### src/logic/lpp_pkg.sv
// Purpose: Shared constants and types of the lane pad and PLL power-down
//          controller.
// Assumes: One clock; classic Wishbone on the software side.
// Notes:   Register offsets are byte addresses of aligned 32-bit words.
`default_nettype none
package lpp_pkg;

    // Software-side register map.
    localparam logic [7:0] LPP_REG_CTRL = 8'h00;
    localparam logic [7:0] LPP_REG_CMD = 8'h04;
    localparam logic [7:0] LPP_REG_STATUS = 8'h08;
    localparam logic [7:0] LPP_REG_LAST_PAD = 8'h0c;
    localparam logic [7:0] LPP_REG_LAST_PLL = 8'h10;
    localparam logic [7:0] LPP_CTRL_RESET = 8'h00;

    // Field positions of the command and status registers.
    localparam int LPP_CMD_START = 0;
    localparam int LPP_ST_BUSY = 0;
    localparam int LPP_ST_DONE = 1;
    localparam int LPP_ST_REFUSED = 2;

    // Indirect spaces and indices of the device registers.
    localparam logic LPP_SPACE_PCIE = 1'b0;
    localparam logic LPP_SPACE_MISC = 1'b1;
    localparam logic [7:0] LPP_IDX_PAD = 8'h65;
    localparam logic [7:0] LPP_IDX_PLL = 8'h23;
    localparam logic [7:0] LPP_IDX_PDN = 8'h07;

    // Whole-field lane pad values for the single configuration, and the port masks of dual.
    localparam logic [15:0] LPP_PAD_X2 = 16'hfefe;
    localparam logic [15:0] LPP_PAD_X2_REV = 16'h7f7f;
    localparam logic [15:0] LPP_PAD_ALL = 16'hffff;
    localparam logic [15:0] LPP_MASK_PORT0 = 16'h0f0f;
    localparam logic [15:0] LPP_MASK_PORT1 = 16'hf0f0;

    // Nibble values written into both nibbles of one dual-mode port.
    localparam logic [3:0] LPP_NIB_X4 = 4'hc;
    localparam logic [3:0] LPP_NIB_X4_REV = 4'h3;
    localparam logic [3:0] LPP_NIB_X2 = 4'he;
    localparam logic [3:0] LPP_NIB_X2_REV = 4'h7;
    localparam logic [3:0] LPP_NIB_OFF = 4'hf;

    // PLL force bits: 0 first PLL, 1 second PLL, 2 and 3 their buffers.
    localparam int LPP_PLL_FIRST = 0;
    localparam logic [3:0] LPP_PLL_SECOND_OFF = 4'ha;
    localparam logic [3:0] LPP_PLL_FIRST_OFF = 4'h5;
    localparam logic [3:0] LPP_PLL_ALL_OFF = 4'hf;
    localparam logic [15:0] LPP_GATE_BIT = 16'h0001;

    // Software configuration word, port select in bit 0.
    typedef struct packed {
        logic core_in_use;
        logic always_full_pll;
        logic refclk_missing;
        logic powerdown;
        logic reversal;
        logic width_x4;
        logic dual;
        logic port;
    } lpp_ctrl_t;

    // One masked write towards the device.
    typedef struct packed {
        logic req;
        logic space;
        logic [7:0] index;
        logic [15:0] data;
        logic [15:0] mask;
    } lpp_dev_req_t;

    // Writes derived from one configuration.
    typedef struct packed {
        logic [15:0] pad_data;
        logic [15:0] pad_mask;
        logic [3:0] pll_data;
        logic [3:0] pll_mask;
        logic gate;
        logic refuse;
    } lpp_plan_t;

    typedef enum logic [1:0] {
        LPP_S_IDLE = 2'b00,
        LPP_S_LOAD = 2'b01,
        LPP_S_WAIT_ACK = 2'b10,
        LPP_S_WAIT_REL = 2'b11
    } lpp_state_t;

endpackage
`default_nettype wire

### src/logic/lpp_pin_filter.sv
// Purpose: Three-stage synchroniser with agreement filter for pin inputs.
// Assumes: Inputs change asynchronously to clk_i.
// Notes:   The output moves only when stages two and three agree.
`timescale 1ns/1ps
`default_nettype none
module lpp_pin_filter #(
    parameter int WIDTH = 1
) (
    input wire logic clk_i,
    input wire logic rst_i,
    input wire logic ce_i,
    input wire logic [WIDTH-1:0] d_i,
    output logic [WIDTH-1:0] q_o
);

    if (WIDTH < 1) begin : g_bad_width
        $error("lpp_pin_filter needs WIDTH of at least one");
    end

    // One chain per bit; the first stage feeds only the second.
    for (genvar i = 0; i < WIDTH; i++) begin : g_bit
        logic meta;
        logic sync2;
        logic sync3;
        always_ff @(posedge clk_i) begin
            if (rst_i) begin
                meta <= 1'b0;
                sync2 <= 1'b0;
                sync3 <= 1'b0;
                q_o[i] <= 1'b0;
            end else if (ce_i) begin
                meta <= d_i[i];
                sync2 <= meta;
                sync3 <= sync2;
                if (sync2 == sync3) begin
                    q_o[i] <= sync3; // Agreement hides a late settling.
                end
            end
        end
    end

endmodule
`default_nettype wire

### src/logic/lpp_ctrl.sv
// Purpose: Host controller that programs the lane pad force-off field, the
//          PLL power force bits and the transmit clock gate of the first
//          port group from a software configuration word.
// Assumes: The device takes masked writes with a four-phase req/ack
//          handshake; ack arrives from another clock domain.
// Notes:   The list below gives the rules that the plan logic keeps.
// Notes on behaviour
// - x4 dual reversed port 0: nibbles 0x3.
// - x2 single: pads 0xFEFE, second PLL off.
// - x2 dual port 0: nibbles 0xE.
// - x2 single reversed: first PLL off.
// - x2 dual reversed port 0: nibbles 0x7.
// - Single, no device: all PLL bits set.
// - Missing reference clock or variant: PLLs all off.
// - Port 0 full power-down: pads 0xFFFF.
// - Dual port 0 power-down: nibbles 0xF.
// - Never stop first PLL while core runs.
// - x4 dual port 1: nibbles 0xC.
// - x4 dual reversed port 1: nibbles 0x3.
// - x2 dual port 1: nibbles 0xE.
// - x2 dual reversed port 1: nibbles 0x7.
// - Port 1 power-down: nibbles 0xF, PLL 1,3.
// - Missing reference clock: set transmit clock gate.
`timescale 1ns/1ps
`default_nettype none
module lpp_ctrl
    import lpp_pkg::*;
#(
    parameter int ADDR_W = 8
) (
    input wire logic clk_i,
    input wire logic rst_i,
    input wire logic ce_i,
    input wire logic wb_cyc_i,
    input wire logic wb_stb_i,
    input wire logic wb_we_i,
    input wire logic [ADDR_W-1:0] wb_adr_i,
    input wire logic [3:0] wb_sel_i,
    input wire logic [31:0] wb_dat_i,
    output logic [31:0] wb_dat_o,
    output logic wb_ack_o,
    output lpp_dev_req_t dev_o,
    input wire logic dev_ack_i
);

    if (ADDR_W < 5 || ADDR_W > 8) begin : g_bad_addr
        $error("lpp_ctrl needs ADDR_W between 5 and 8");
    end

    // Software view: 32-bit words at byte
    // offsets, meaning in byte lane 0 (LAST_PAD reads: lanes 0 and 1).
    // A write with sel bit 0 low is acked
    // and otherwise ignored.
    // CTRL 0x00: the configuration word.
    //   bit 0 port select
    //   bit 1 dual configuration
    //   bit 2 four-lane width
    //   bit 3 lane reversal
    //   bit 4 full power-down of the port
    //   bit 5 reference clock missing
    //   bit 6 always stop both PLLs
    //   bit 7 group core is running
    // CMD 0x04: one in bit 0 starts; reads 0.
    // STATUS 0x08: busy, done, refused.
    //   Done and refused are sticky and
    //   cleared by writing one to them.
    // LAST_PAD 0x0c: pad value last sent.
    // LAST_PLL 0x10: PLL value last sent.
    // Unmapped offsets read zero.
    // CTRL may change while a sequence runs;
    // the running one keeps its latched plan,
    // so a change counts at the next start.
    // A narrower bus is zero extended; five
    // bits still reach every register.
    lpp_ctrl_t ctrl;
    lpp_plan_t plan;
    lpp_plan_t next_plan;
    lpp_state_t state;
    logic [3:0] nib;
    logic [2:0] pending;
    logic ack_sync;
    logic done;
    logic refused;
    logic busy;
    logic [15:0] last_pad;
    logic [3:0] last_pll;
    logic [7:0] adr;
    logic access;
    logic wr;
    logic start;

    // While ce_i is low every register here,
    // the ack filter too, keeps its value.
    // A bus access must not straddle a low
    // phase, or its ack would stand longer
    // than one cycle.
    assign adr = 8'(wb_adr_i);
    assign access = wb_cyc_i && wb_stb_i && !wb_ack_o;
    assign wr = access && wb_we_i && wb_sel_i[0];
    assign start = wr && (adr == LPP_REG_CMD) && wb_dat_i[LPP_CMD_START];
    assign busy = (state != LPP_S_IDLE);

    // Two flops would pass a one-cycle
    // glitch; the third stage and the
    // agreement test buy immunity to it.
    // The device ack crosses in through the three-stage filter.
    lpp_pin_filter #(
        .WIDTH(1)
    ) u_ack_filter (
        .clk_i(clk_i),
        .rst_i(rst_i),
        .ce_i(ce_i),
        .d_i(dev_ack_i),
        .q_o(ack_sync)
    );

    // Plan summary:
    //   single x2: pads 0xfefe, second PLL off.
    //   single x2 reversed: pads 0x7f7f,
    //     first PLL off.
    //   single power-down: pads 0xffff and
    //     all four PLL bits.
    //   dual: one nibble into both nibbles
    //     of the chosen port, the other
    //     port masked off and left alone.
    //   missing clock or the always flag:
    //     all PLL bits set.
    // A plan that would stop the first PLL
    // under a running core is refused whole.
    // Trimming it instead would leave pads
    // and PLLs in a mix that no
    // configuration describes.
    // Derive the writes for the current configuration. Single mode serves
    // x2 only; the wider single set-ups are left to other firmware steps.
    always_comb begin
        next_plan = '0;
        case ({ctrl.width_x4, ctrl.reversal})
            2'b00: nib = LPP_NIB_X2;
            2'b01: nib = LPP_NIB_X2_REV;
            2'b10: nib = LPP_NIB_X4;
            default: nib = LPP_NIB_X4_REV;
        endcase
        if (ctrl.powerdown) begin
            nib = LPP_NIB_OFF;
        end
        if (!ctrl.dual) begin
            if (ctrl.port || ctrl.width_x4) begin
                next_plan.refuse = 1'b1;
            end else if (ctrl.powerdown) begin
                next_plan.pad_data = LPP_PAD_ALL;
                next_plan.pad_mask = LPP_PAD_ALL;
                next_plan.pll_data = LPP_PLL_ALL_OFF;
                next_plan.pll_mask = LPP_PLL_ALL_OFF;
            end else if (ctrl.reversal) begin
                next_plan.pad_data = LPP_PAD_X2_REV;
                next_plan.pad_mask = LPP_PAD_ALL;
                next_plan.pll_data = LPP_PLL_FIRST_OFF;
                next_plan.pll_mask = LPP_PLL_FIRST_OFF;
            end else begin
                next_plan.pad_data = LPP_PAD_X2;
                next_plan.pad_mask = LPP_PAD_ALL;
                next_plan.pll_data = LPP_PLL_SECOND_OFF;
                next_plan.pll_mask = LPP_PLL_SECOND_OFF;
            end
        end else begin
            // Both nibbles of the chosen port carry the same value.
            next_plan.pad_data = {nib, nib, nib, nib};
            if (ctrl.port) begin
                next_plan.pad_mask = LPP_MASK_PORT1;
            end else begin
                next_plan.pad_mask = LPP_MASK_PORT0;
            end
            if (ctrl.port && ctrl.powerdown) begin
                next_plan.pll_data = LPP_PLL_SECOND_OFF;
                next_plan.pll_mask = LPP_PLL_SECOND_OFF;
            end
        end
        if (ctrl.refclk_missing || ctrl.always_full_pll) begin
            next_plan.pll_data = LPP_PLL_ALL_OFF;
            next_plan.pll_mask = LPP_PLL_ALL_OFF;
        end
        next_plan.gate = ctrl.refclk_missing;
        // The core is clocked by the first PLL, so stopping it is refused.
        if (ctrl.core_in_use && next_plan.pll_mask[LPP_PLL_FIRST]
                && next_plan.pll_data[LPP_PLL_FIRST]) begin
            next_plan.refuse = 1'b1;
        end
    end

    // Configuration register; a start while busy is ignored.
    always_ff @(posedge clk_i) begin
        if (rst_i) begin
            ctrl <= lpp_ctrl_t'(LPP_CTRL_RESET);
        end else if (ce_i) begin
            if (wr && adr == LPP_REG_CTRL) begin
                ctrl <= lpp_ctrl_t'(wb_dat_i[7:0]);
            end
        end
    end

    // The taken term excludes the ack cycle,
    // so a master that holds its strobe
    // through the ack is not served twice.
    // Wishbone answer: ack one cycle after the strobe, dropped after one.
    always_ff @(posedge clk_i) begin
        if (rst_i) begin
            wb_ack_o <= 1'b0;
            wb_dat_o <= 32'h0000_0000;
        end else if (ce_i) begin
            wb_ack_o <= access;
            if (access && !wb_we_i) begin
                case (adr)
                    LPP_REG_CTRL: wb_dat_o <= {24'h00_0000, ctrl};
                    LPP_REG_STATUS: wb_dat_o <= {29'h0, refused, done, busy};
                    LPP_REG_LAST_PAD: wb_dat_o <= {16'h0000, last_pad};
                    LPP_REG_LAST_PLL: wb_dat_o <= {28'h000_0000, last_pll};
                    default: wb_dat_o <= 32'h0000_0000;
                endcase
            end else begin
                wb_dat_o <= 32'h0000_0000;
            end
        end
    end

    // Busy is not stored but decoded from
    // the state, so the two never disagree.
    // Sticky status bits; a hardware set wins over a write-one clear.
    always_ff @(posedge clk_i) begin
        if (rst_i) begin
            done <= 1'b0;
            refused <= 1'b0;
        end else if (ce_i) begin
            if (wr && adr == LPP_REG_STATUS) begin
                if (wb_dat_i[LPP_ST_DONE]) begin
                    done <= 1'b0;
                end
                if (wb_dat_i[LPP_ST_REFUSED]) begin
                    refused <= 1'b0;
                end
            end
            if (state == LPP_S_LOAD && pending == 3'b000) begin
                done <= 1'b1;
            end
            if (start && !busy && next_plan.refuse) begin
                refused <= 1'b1;
            end
        end
    end

    // Handshake states:
    //   LOAD puts one write on the port.
    //   WAIT_ACK holds all fields until the
    //   filtered ack rises, then drops req.
    //   WAIT_REL waits for the ack to fall.
    // The filter costs three to four cycles
    // each way. That is slow but harmless:
    // these are static settings made once,
    // and the four-phase exchange suits a
    // device on any clock. There is no
    // timeout; a silent device leaves busy
    // set, where software can see it.
    // Sequencer: pad field, then PLL bits, then the clock gate, each one
    // a full four-phase handshake so a slow device never loses a write.
    always_ff @(posedge clk_i) begin
        if (rst_i) begin
            state <= LPP_S_IDLE;
            plan <= '0;
            pending <= 3'b000;
            dev_o <= '0;
        end else if (ce_i) begin
            case (state)
                LPP_S_IDLE: begin
                    if (start && !next_plan.refuse) begin
                        plan <= next_plan;
                        pending <= {next_plan.gate,
                                    next_plan.pll_mask != 4'h0,
                                    next_plan.pad_mask != 16'h0000};
                        state <= LPP_S_LOAD;
                    end
                end
                LPP_S_LOAD: begin
                    if (pending[0]) begin
                        dev_o.space <= LPP_SPACE_PCIE;
                        dev_o.index <= LPP_IDX_PAD;
                        dev_o.data <= plan.pad_data;
                        dev_o.mask <= plan.pad_mask;
                        dev_o.req <= 1'b1;
                        pending[0] <= 1'b0;
                        state <= LPP_S_WAIT_ACK;
                    end else if (pending[1]) begin
                        dev_o.space <= LPP_SPACE_MISC;
                        dev_o.index <= LPP_IDX_PLL;
                        dev_o.data <= {12'h000, plan.pll_data};
                        dev_o.mask <= {12'h000, plan.pll_mask};
                        dev_o.req <= 1'b1;
                        pending[1] <= 1'b0;
                        state <= LPP_S_WAIT_ACK;
                    end else if (pending[2]) begin
                        dev_o.space <= LPP_SPACE_MISC;
                        dev_o.index <= LPP_IDX_PDN;
                        dev_o.data <= LPP_GATE_BIT;
                        dev_o.mask <= LPP_GATE_BIT;
                        dev_o.req <= 1'b1;
                        pending[2] <= 1'b0;
                        state <= LPP_S_WAIT_ACK;
                    end else begin
                        state <= LPP_S_IDLE;
                    end
                end
                LPP_S_WAIT_ACK: begin
                    if (ack_sync) begin
                        dev_o.req <= 1'b0;
                        state <= LPP_S_WAIT_REL;
                    end
                end
                LPP_S_WAIT_REL: begin
                    if (!ack_sync) begin
                        state <= LPP_S_LOAD;
                    end
                end
                default: state <= LPP_S_IDLE;
            endcase
        end
    end

    // This follows what was sent, not what
    // the device holds; a lost write is not
    // detected here.
    // Read-back of what was last sent, updated as each pad or PLL write is issued.
    always_ff @(posedge clk_i) begin
        if (rst_i) begin
            last_pad <= 16'h0000;
            last_pll <= 4'h0;
        end else if (ce_i && state == LPP_S_LOAD) begin
            if (pending[0]) begin
                last_pad <= plan.pad_data;
            end else if (pending[1]) begin
                last_pll <= plan.pll_data;
            end
        end
    end

endmodule
`default_nettype wire

### config.mk
export PLATFORM = sky130hd
export DESIGN_NAME = lpp_ctrl
export DESIGN_NICKNAME = d
export VERILOG_FILES = /design/src/logic/lpp_pkg.sv /design/src/logic/lpp_pin_filter.sv /design/src/logic/lpp_ctrl.sv
export SDC_FILE = /design/constraint.sdc
export NUM_CORES = 1
export LEC_CHECK = 0
export BUFFER_PORTS_ARGS = -buffer_cell sky130_fd_sc_hd__buf_2
export CAP_MARGIN = 10
export CORE_ASPECT_RATIO = 1.5
export CORE_MARGIN = 4
export CORE_UTILIZATION = 50
export CTS_BUF_LIST = sky130_fd_sc_hd__clkbuf_4 sky130_fd_sc_hd__clkbuf_8 sky130_fd_sc_hd__clkbuf_16
export CTS_CLUSTER_DIAMETER = 100
export DETAILED_ROUTE_END_ITERATION = 12
export PLACE_DENSITY = 0.84
export SLEW_MARGIN = 10
export SYNTH_ARGS = -nofsm -noshare
export SYNTH_HDL_FRONTEND = slang
export SYNTH_SLANG_ARGS = --single-unit
export TNS_END_PERCENT = 5
### constraint.sdc
create_clock -name clk_i -period 2.8 [get_ports clk_i]
set_input_delay 0.14 -clock clk_i [delete_from_list [all_inputs] [get_ports clk_i]]
set_output_delay 0.14 -clock clk_i [all_outputs]
set_load 0.05 [all_outputs]
Word-level counts from Yosys, hierarchy flattened
Index checks and enable logic that the tools add are counted.
- register bits after elaboration: 154
- bitwise gates (word level): 1
- eq/ne operators: 16
- multiplexer cells: 36
- reductions and logical operators: 50
- operators by type and width (cell ; number):
    two-way mux 40 bit ; 4
    two-way mux 42 bit ; 3
    one-hot mux 16 bit (4 select lines) ; 1
    two-way mux 32 bit ; 1
    AND reduction 3 bit ; 6
    logical AND 1 bit ; 17
    == test 8 x 4 -> 1 bit (second input constant) ; 2
    two-way mux 16 bit ; 1
    two-way mux 8 bit ; 2
    nonzero test 16 bit ; 1
    two-way mux 2 bit ; 7
    nonzero test 2 bit ; 7
    one-hot mux 4 bit (3 select lines) ; 1
    AND reduction 4 bit ; 3
    two-way mux 1 bit ; 11
    == test 8 x 3 -> 1 bit (second input constant) ; 1
    == test 8 x 5 -> 1 bit (second input constant) ; 1
    logical NOT 8 bit ; 1
    != test 2 bit (second input constant) ; 4
    one-hot mux 2 bit (4 select lines) ; 1
    == test 2 bit (second input constant) ; 3
    one-hot mux 3 bit (2 select lines) ; 1
    AND reduction 2 bit ; 3
    AND reduction 5 bit ; 1
    14 further kinds ; 20

Logic depth before layout (Yosys ltp)
Gate-level depths: netlist (run 1).
- depth in word-level cells: 12
- mapped depth: 8
- depth with buffers taken out: 7

Cells and area by module
A second synthesis (run 1) with hierarchy kept.
- cell total of the unflattened synthesis: 417
- area, all modules: 3488.3 um^2
- modules (own cells, without submodules) (module ; instances ; cells an instance ; area an instance (um^2)):
    lpp_ctrl ; 1 ; 401 ; 3316.9
    lpp_pin_filter ; 1 ; 16 ; 171.4

Worst setup path before layout (run 1)
OpenSTA, ideal clock, no wires.
- path kind: flip-flop to flip-flop
- start point: register wb_ack_o
- end point: register pending[0]
- required time: 2.721 ns
- data arrival time: 1.894 ns
- buffers on the path: 1
- slack: 0.827 ns
- library setup time: 0.079 ns
- cell stages (with the launch flop): 7
- cells stage by stage: dfxtp_1 nand4b_4 nor4_4 or3b_1 buf_2 o21a_1 a211oi_2
- word-level cells in the longest chain between the ends: 9
- RTL lines (item ; RTL line ; text):
    start: declaration ; lpp_ctrl.sv:41 ; output logic wb_ack_o,
    start signal: assignment ; lpp_ctrl.sv:210 ; wb_ack_o <= access;
    logical NOT 1 bit ; lpp_ctrl.sv:98 ; assign access = wb_cyc_i && wb_stb_i && !wb_ack_o;
    logical AND 1 bit ; lpp_ctrl.sv:98 ;
    logical AND 1 bit (2 in a row) ; lpp_ctrl.sv:99 ; assign wr = access && wb_we_i && wb_sel_i[0];
    logical AND 1 bit (2 in a row) ; lpp_ctrl.sv:100 ; assign start = wr && (adr == LPP_REG_CMD) && wb_dat_i[LPP_CMD_START];
    logical AND 1 bit ; lpp_ctrl.sv:273 ; if (start && !next_plan.refuse) begin
    != test 2 bit (no source line) ; n/a ;
    AND reduction 3 bit (no source line) ; n/a ;
    end signal: assignment ; lpp_ctrl.sv:275 ; pending <= {next_plan.gate,
    end: declaration ; lpp_ctrl.sv:80 ; logic [2:0] pending;
No other way between the ends.
A chain may end at the register's enable or synchronous reset.

Worst setup path after layout (run 1)
- start point: register state[1]
- end point: register pending[0]
- word-level cells in the longest chain between the ends: 3
- elaborated cells between the ends (all ways): 6
- RTL lines (item ; RTL line ; text):
    start: declaration ; lpp_ctrl.sv:78 ; lpp_state_t state;
    start signal: assignment ; lpp_ctrl.sv:266 ; state <= LPP_S_IDLE;
    start signal: assignment ; lpp_ctrl.sv:278 ; state <= LPP_S_LOAD;
    start signal: assignment ; lpp_ctrl.sv:289 ; state <= LPP_S_WAIT_ACK;
    == test 2 x 1 -> 1 bit / logical NOT 2 bit (equally long branches) ; lpp_ctrl.sv:271 ; case (state)
    nonzero test 2 bit (no source line) / != test 2 bit (equally long branches) ; n/a ;
    AND reduction 3 bit (no source line) ; n/a ;
Parallel ways exist; a longest one is shown, timed or not.

==> results of run 1 <==
[through the flow]
step | instances | util (%) | hold slack, ns | power, mW
3_5_place_dp | 530 | 54.2 | 0.380 | 1.20
4_1_cts | 546 | 57.4 | 0.00898 | 2.11
5_1_grt | 546 | 57.4 | 0.0377 | 2.16
3_3_place_gp | 530 | 54.2 | 0.375 | 1.20
2_1_floorplan | 427 | - | 0.284 | 1.19
6_report | 546 | 57.4 | 0.0111 | 2.10
[layout make-up]
type	count	area [um^2]
fill	628	2920
multi-input combinational	287	1690
sequential	73	1460
timing repair buffer	83	425
clock buffer	10	131
tap	78	97.6
clock inverter	6	90.1
inverter	9	33.8
[path summary, 6_finish.rpt]
| kind | start | to | cells after the start |
|---|---|---|---|
| setup / recovery | state[1] | pending[0] | 7 |
| hold / removal | wb_dat_i[6] | ctrl[6] | 3 |
| setup reg to reg | state[1] | pending[0] | 7 |
| hold reg to reg | dev_o[0] | dev_o[0] | 2 |
[sequential cells by signal, indices dropped and copies added (netlist names)]
signal	count
ctrl	8
dev_o	21
done	1
last_pad	6
last_pll	2
pending	3
plan	10
refused	1
state	2
u_ack_filter.g_bit.meta	1
u_ack_filter.g_bit.sync2	1
u_ack_filter.g_bit.sync3	1
u_ack_filter.q_o	1
wb_ack_o	1
wb_dat_o	14
[worst min-delay path, cell delays in order]
cell and delay (ns):
buf_2 0.07, mux2i_1 0.05, nor2_1 0.07
[cell families after synthesis]
group	count (synthesis)	share of synthesized area (%)
other	1	0.107
adder cells (fa/ha/maj)	5	1.79
AO/OA/AOI/OAI	96	18.6
multiplexers	17	5.00
flip-flops	73	41.7
AND/OR/NAND/NOR	150	20.9
buffers and inverters	67	11.9
[where the power goes]
| part | leakage [nW] | total [mW] | internal (mW) | switching [mW] |
|---|---|---|---|---|
| clock network | 0.110 | 0.923 | 0.514 | 0.409 |
| logic | 0.996 | 0.135 | 0.0252 | 0.110 |
| registers | 0.588 | 1.04 | 1.04 | 0.00156 |
[cell usage after synthesis (all sizes together), types with 3 or more instances]
cell     instances
mux2i           13
a21o             3
inv              9
a2bb2oi          3
nand4            4
ha               5
a21oi           36
a211oi           7
a22oi            9
o21ai           11
a32oi            3
dfxtp           73
nor2b            5
nor2            52
nand3            3
nor4             4
nor3            11
buf             48
nand2           54
mux2             4
a311oi           4
clkbuf          10
or4              3
a22o             5
and2             3
[per-layer routing]
metal | part of all wire (%) | up-vias | routed length (um) | track usage [%]
met4 | 3.0 | 0 | 243 | 10.4
met1 | 38 | 1413 | 3160 | 20.7
li1 | - | 1491 | - | -
met3 | 4.0 | 19 | 326 | 4.08
met5 | 0 | - | 0 | 0
met2 | 55 | 85 | 4500 | 35.5
==> impl_metrics.yaml, run 1 <==
layout:
  finalNetCount: 519
  syn_to_final_growth_pct: 12.3
  drive_gt1_share_pct: 24.1
  mostFrequentLayoutCells: "buf_2 (79), dfxtp_1 (73), nand2_1 (54)"
  final_area_um2: 3930
  antenna_cells: 0
  mostFrequentLayoutCell: "buf_2"
clock_network:
  clk_latency_ns: 0.36
  cts_hold_buffers: 0
  cts_num_sinks: 73
  cts_resized: 0
  post_cts_buffers: 0
  cts_buffers: 9
  ctsRootBufferMaster: "clkbuf_8"
  path_clk_slew_ns: 0.08
  htree_num_levels: 3
  cts_buffer_depth: 2
  tritoncts: "yes"
die:
  rows: 37
  core_um2: 6850
  die_w_um: 76.3
  die_h_um: 111
  die_area_um2: 8440
  num_io_pins: 126
  initial_core_util_pct: 51.1
critical_path:
  crit_buf_inv: 1
  critPathRequiredTime_ns: 3.08
  crit_chain: "inv_1, ha_1, nand2_1, nor4_4, or3b_1, o21a_1, a211oi_2"
  slowest_delay_ns: 0.53
  crit_type: "flip-flop to flip-flop"
  worstPathMaxFanout: 7
  regToRegSetupSlack_ns: 0.60
  crit_slowest_cell: "or3b_1"
  cp_data_arrival_time_ns: 2.48
  endpoint_kind: "flip-flop"
  start_kind: "flip-flop"
  cp_top_family: "simple AND/OR/NAND/NOR gates"
drt:
  routed_wl_um: 8230
  drt_pre_antenna_iters: 4
  wl_per_cell_um: 15.1
  drt_iter0_markers: 160
  routed_via_density: 5.51
  final_antenna_net_count: 0
  vias: 3008
  drc_errors: 0
power_and_ir_drop:
  p_leak_nw: 1.69
  power_density_nw_per_um2: 534
  max-vdd-ir-drop_v: 0.000260
timing:
  hold_viol: 0
  skew_ns: 0.0113
  drv_slew: 0
  setup_violations: 0
  grt_setup_unrepaired: "false"
  finalCritPeriodShare_pct: 78.6
  fin_crit_ns: 2.20
  maxSlewHeadroom_pct: 56.6
  fmax_mhz: 455
  tns_ns: 0
  tightest_slew_ns: 0.644
  fin_ws_ns: 0.600
synth:
  yosysSeqAreaShare_pct: 41.7
  ys_warn_count: 0
  async_flop_share_pct: 0
  synth_edf_count: 0
  ys_ff_latch: 73
  synth.area.top_cells: "dfxtp_1 (42%), buf_4 (8.6%), nand2_1 (5.8%)"
  syn_area_um2: 3500
  postSynthCellCount: 409
  synth_flop_cell: "dfxtp_1"
  syn_area_per_cell_um2: 8.56
  synth_cell_types: 51
  yosys.area.top_type: "dfxtp_1"
  synth_top_area_share_pct: 41.7
grt:
  grt_max_degree: 33
  antenna_found_initial: 0
  grt_remaining_overflow: 0
  grt_pass1_wl_um: 13500
  grt_pass1_vias: 2957
  grt_usage_pct: 19.5
place:
  place.gp.congestion: 0.876
  placed_area_um2: 3710
  dpl.hpwl_um: 6290
  portBuffers: 79
  place_ws_ns: 0.654
hold_path:
  worstHoldPathType: "input port to flip-flop"
status:
  run_status: "finished, final reports clean"
flow_run:
  drv_cap: 0
No activity file was read; power rests on OpenSTA's default activity.
==> run 2, diff against run 1 <==
--- a/config.mk
+++ b/config.mk
@@ -9,11 +9,11 @@
 export CAP_MARGIN = 10
 export CORE_ASPECT_RATIO = 1.5
 export CORE_MARGIN = 4
-export CORE_UTILIZATION = 50
+export CORE_UTILIZATION = 45
 export CTS_BUF_LIST = sky130_fd_sc_hd__clkbuf_4 sky130_fd_sc_hd__clkbuf_8 sky130_fd_sc_hd__clkbuf_16
 export CTS_CLUSTER_DIAMETER = 100
 export DETAILED_ROUTE_END_ITERATION = 12
-export PLACE_DENSITY = 0.84
+export PLACE_DENSITY = 0.8
 export SLEW_MARGIN = 10
 export SYNTH_ARGS = -nofsm -noshare
 export SYNTH_HDL_FRONTEND = slang
==> constraint.sdc (replaced) <==
create_clock -name clk_i -period 2 [get_ports clk_i]
set_input_delay 0.1 -clock clk_i [delete_from_list [all_inputs] [get_ports clk_i]]
set_output_delay 0.1 -clock clk_i [all_outputs]
set_load 0.05 [all_outputs]
==> impl_metrics.yaml, run 2 (same netlist as run 1, synthesis figures left out) <==
timing:
  maxSlewHeadroom_pct: 64.5
  skew_ns: 0.00616
  grt_setup_unrepaired: "false"
  tns_ns: 0
  tightest_slew_ns: 0.532
  fin_crit_ns: 1.79
  drv_slew: 0
  timing.hold.ws_ns: -0.000964
  finalCritPeriodShare_pct: 89.7
  hold_viol: 1
  fmax_mhz: 557
  setup_violations: 0
layout:
  mostFrequentLayoutCells: "buf_2 (79), dfxtp_1 (73), nand2_1 (54)"
  antenna_cells: 0
  drive_gt1_share_pct: 27.5
  largest_reg_flops: 21
  syn_to_final_growth_pct: 21.0
  fin_util_pct: 55.7
  reg.largest.list: "dev_o x21, wb_dat_o x14, plan x10"
  nFillCells: 714
  regMostFlops: "dev_o"
  multi_input_area_um2: 1700
  seq_area_um2: 1460
  mostFrequentLayoutCell: "buf_2"
  finalNetCount: 540
critical_path:
  worstPathMaxFanout: 4
  endpoint_kind: "flip-flop"
  cp_data_arrival_time_ns: 2.06
  slowest_delay_ns: 0.46
  critPathRequiredTime_ns: 2.26
  cp_top_family: "simple AND/OR/NAND/NOR gates"
  crit_chain: "inv_2, ha_1, nand2_1, nor4_4, or3b_4, o21a_1, a211oi_2"
  r2r-start: "state[1]"
  r2r-end: "pending[0]"
  reg2regPathDepth: 7
  crit_slowest_cell: "or3b_4"
  crit_buf_inv: 1
  crit_type: "flip-flop to flip-flop"
  regToRegSetupSlack_ns: 0.21
  start_kind: "flip-flop"
grt:
  grt_max_degree: 28
  grt_pass1_wl_um: 14000
  antenna_found_initial: 0
  grt_pass1_vias: 2965
  grt_remaining_overflow: 0
  grt_usage_pct: 19.6
hold_path:
  holdPathEnd: "u_ack_filter.g_bit[0].meta"
  holdPathStages: 3
  worstHoldStart: "dev_ack_i"
  worstHoldPathType: "input port to flip-flop"
clock_network:
  ctsRootBufferMaster: "clkbuf_16"
  path_clk_slew_ns: 0.06
  cts_num_sinks: 73
  cts_buffer_depth: 2
  htree_num_levels: 3
  post_cts_buffers: 0
  tritoncts: "yes"
  cts_buffers: 9
  clk_latency_ns: 0.34
drt:
  drc_errors: 0
  drt_pre_antenna_iters: 4
  wl_per_cell_um: 15.1
  drt_iter0_markers: 179
  final_antenna_net_count: 0
  routed_wl_um: 8900
  routed_via_density: 5.27
  vias: 3111
die:
  die_h_um: 116
  core_um2: 7610
  rows: 39
  num_io_pins: 126
  die_area_um2: 9290
  die_w_um: 80.0
  initial_core_util_pct: 46.0
flow_run:
  drv_cap: 0
power_and_ir_drop:
  p_int_mw: 2.59
  combPwrFrac_pct: 5.9
  max-vdd-ir-drop_v: 0.000439
  power_density_nw_per_um2: 785
  sw_frac_of_total_pct: 22.2
  p_leak_nw: 1.85
  p_seq_share_pct: 43.9
  power_frac_clock_pct: 50.2
  p_sw_uw: 736
place:
  dpl.hpwl_um: 6740
  portBuffers: 79
  place.gp.congestion: 0.907
status:
  run_status: "finished with violations"
  violations: "hold timing"
-- run 2: through the flow --
stage               worst slack [ns]  std cells  hold slack [ns]  total power [mW]  instance area (um^2)
CTS                          0.00655        590         0.000582              3.35                  4230
detailed placement           0.00345        574            0.350              1.68                  3900
global route                  0.0700        590           0.0159              3.44                  4240
floorplan                     0.0270        427            0.244              1.67                  3570
global placement              0.0825        574            0.335              1.68                  3900
finish                         0.205        590        -0.000964              3.32                  4240
-- run 2: per-layer routing --
| layer | vias up | global-route usage [%] | part of all wire, % |
|---|---|---|---|
| li1 | 1527 | - | - |
| met1 | 1495 | 19.0 | 37 |
| met2 | 78 | 37.4 | 57 |
| met3 | 11 | 3.89 | 4.6 |
| met4 | 0 | 11.2 | 1.6 |
| met5 | - | 0 | 0 |
-- run 2: layout make-up --
class | count | share of cell area [%]
tap | 102 | 3.01
sequential | 73 | 34.5
multi-input combinational | 287 | 40.2
clock buffer | 13 | 6.61
clock inverter | 2 | 0.827
timing repair buffer | 104 | 14.1
inverter | 9 | 0.797
-- run 2: how the worst max path moves through the flow --
stage / end / slack (ns) / cells after the start / start
floorplan: pending[0] / 0.03 / 6 / wb_ack_o
global placement: pending[0] / 0.08 / 7 / state[1]
detailed placement: pending[0] / 0.003 / 7 / state[1]
CTS: pending[0] / 0.007 / 7 / state[1]
global route: pending[0] / 0.07 / 7 / state[1]
finish: pending[0] / 0.21 / 7 / state[1]
-- run 2: what timing repair did --
item / 4_1_cts / 5_1_grt
hold endpoints to repair: 1 / 0
hold buffers: 1 / 0
setup endpoints to repair: 0 / 13
resized for setup: 0 / 3
-- run 2: worst min-delay path, delay by kind of cell --
kind	cells	cell delay (ns)
buf+inv	1	0.07
simple gates	1	0.07
mux	1	0.06
-- run 2: power by group through the flow --
stage,combinational [mW],clock [mW],sequential (mW)
2_1_floorplan,0.172,0,1.49
6_report,0.195,1.67,1.46
3_5_place_dp,0.192,0,1.49
3_3_place_gp,0.189,0,1.49
4_1_cts,0.194,1.70,1.46
5_1_grt,0.206,1.77,1.46
==> run 3, diff against run 2 <==
--- a/config.mk
+++ b/config.mk
@@ -6,14 +6,13 @@
 export NUM_CORES = 1
 export LEC_CHECK = 0
 export BUFFER_PORTS_ARGS = -buffer_cell sky130_fd_sc_hd__buf_2
-export CAP_MARGIN = 10
-export CORE_ASPECT_RATIO = 1.5
+export CORE_ASPECT_RATIO = 1.2
 export CORE_MARGIN = 4
 export CORE_UTILIZATION = 45
 export CTS_BUF_LIST = sky130_fd_sc_hd__clkbuf_4 sky130_fd_sc_hd__clkbuf_8 sky130_fd_sc_hd__clkbuf_16
 export CTS_CLUSTER_DIAMETER = 100
 export DETAILED_ROUTE_END_ITERATION = 12
-export PLACE_DENSITY = 0.8
+export PLACE_DENSITY_LB_ADDON = 0.3
 export SLEW_MARGIN = 10
 export SYNTH_ARGS = -nofsm -noshare
 export SYNTH_HDL_FRONTEND = slang
==> impl_metrics.yaml, run 3 (same netlist as run 1, synthesis figures left out) <==
grt:
  grt_usage_pct: 18.9
  antenna_found_initial: 0
  grt_pass1_vias: 2914
  grt_max_degree: 53
  grt_pass1_wl_um: 14000
  grt_remaining_overflow: 0
layout:
  reg.largest.list: "dev_o x21, wb_dat_o x14, plan x10"
  nFillCells: 702
  finalNetCount: 542
  largest_reg_flops: 21
  regMostFlops: "dev_o"
  mostFrequentLayoutCells: "buf_2 (79), dfxtp_1 (73), nand2_1 (54)"
  antenna_cells: 0
  syn_to_final_growth_pct: 19.9
  seq_area_um2: 1460
  multi_input_area_um2: 1710
  drive_gt1_share_pct: 27.3
  mostFrequentLayoutCell: "buf_2"
critical_path:
  cp_data_arrival_time_ns: 2.02
  worstPathMaxFanout: 14
  slowest_delay_ns: 0.40
  crit_buf_inv: 2
  cp_top_family: "simple AND/OR/NAND/NOR gates"
  crit_slowest_cell: "dfxtp_1"
  crit_chain: "or2_2, o311ai_2, nor3b_2, buf_4, buf_12, mux2i_1, nor2_1"
  endpoint_kind: "flip-flop"
  critPathRequiredTime_ns: 2.21
  start_kind: "flip-flop"
  crit_type: "flip-flop to flip-flop"
place:
  place.gp.congestion: 0.919
  dpl.hpwl_um: 6390
  portBuffers: 79
  place_ws_ns: 0.0646
timing:
  hold_viol: 0
  fin_ws_ns: 0.190
  skew_ns: 0.00872
  grt_setup_unrepaired: "false"
  maxSlewHeadroom_pct: 62.0
  fin_crit_ns: 1.81
  finalCritPeriodShare_pct: 90.5
  setup_violations: 0
  tns_ns: 0
  fmax_mhz: 553
  tightest_slew_ns: 0.565
  drv_slew: 0
clock_network:
  htree_num_levels: 3
  cts_num_sinks: 73
  cts_buffer_depth: 2
  tritoncts: "yes"
  clk_latency_ns: 0.34
  cts_buffers: 9
  ctsRootBufferMaster: "clkbuf_8"
  path_clk_slew_ns: 0.08
  post_cts_buffers: 0
drt:
  routed_wl_um: 8610
  routed_via_density: 5.28
  drt_pre_antenna_iters: 5
  drc_errors: 0
  final_antenna_net_count: 0
  vias: 3065
  wl_per_cell_um: 14.8
  drt_iter0_markers: 248
die:
  num_io_pins: 126
  core_um2: 7400
  die_w_um: 88.5
  die_h_um: 105
  initial_core_util_pct: 47.3
  die_area_um2: 9260
  rows: 34
power_and_ir_drop:
  combPwrFrac_pct: 6.7
  p_int_mw: 2.34
  p_leak_nw: 1.83
  sw_frac_of_total_pct: 23.1
  p_sw_uw: 703
  power_frac_clock_pct: 45.5
  p_seq_share_pct: 47.8
  max-vdd-ir-drop_v: 0.000615
  power_density_nw_per_um2: 726
flow_run:
  drv_cap: 0
status:
  run_status: "finished, final reports clean"
hold_path:
  worstHoldPathType: "input port to flip-flop"
run 3: cell count changes in the layout (fill, tap and decap cells not counted), moves of 3 or more:
cell / delta
buf_4: -3
clkbuf_16: -9
clkbuf_8: +9
dlygate4sd3_1: +4
run 3: worst paths after layout:
path / startpoint / endpoint / slack (ns) / depth (start not counted)
worst min register to register: dev_o[0] / dev_o[0] / 0.45 / 2
worst min-delay path: wb_dat_i[2] / ctrl[2] / 0.01 / 3
worst max-delay path: ctrl[2] / plan[37] / 0.19 / 7
worst max register to register: ctrl[2] / plan[37] / 0.19 / 7
run 3: what timing repair did:
item	CTS	global route
hold buffers	5	0
resized for setup	0	3
endpoints found under the setup margin	0	10
endpoints found under the hold margin	5	0
run 3: per-stage QoR:
stage | util, % | power [mW] | cells | cell area [um^2] | hold slack, ns
after floorplan | - | 1.67 | 427 | 3570 | 0.244
after global placement | 52.5 | 1.68 | 560 | 3890 | 0.337
after detailed placement | 52.5 | 1.69 | 560 | 3890 | 0.342
after CTS | 56.5 | 3.06 | 581 | 4180 | 0.00164
after global routing | 56.7 | 3.14 | 581 | 4200 | 0.0184
final | 56.7 | 3.05 | 581 | 4200 | 0.0136
run 3: worst register-to-register path: cells and delay by family, from the launching register on:
family          cells  cell delay [ns]
flops               1             0.40
simple gates        3             0.47
compound gates      1             0.37
buf+inv             2             0.31
mux                 1             0.15
run 3: metal layers:
| layer | track usage, % | vias to the layer above | wire length, um |
|---|---|---|---|
| met4 | 6.48 | 0 | 99 |
| met3 | 4.09 | 11 | 500 |
| met2 | 31.2 | 87 | 4420 |
| met5 | 0 | - | 0 |
| met1 | 24.0 | 1436 | 3590 |
| li1 | - | 1531 | - |
run 3: cell type report:
cell class	count	share of cell area, %
clock buffer	13	4.26
clock inverter	3	1.64
inverter	9	0.804
multi-input combinational	287	40.7
sequential	73	34.8
tap	90	2.68
timing repair buffer	106	15.1
run 3: power by group through the flow:
stage | clock (mW) | combinational, mW | sequential, mW
2_1_floorplan | 0 | 0.172 | 1.49
3_3_place_gp | 0 | 0.192 | 1.49
3_5_place_dp | 0 | 0.194 | 1.49
4_1_cts | 1.40 | 0.201 | 1.46
5_1_grt | 1.47 | 0.217 | 1.46
6_report | 1.39 | 0.203 | 1.46
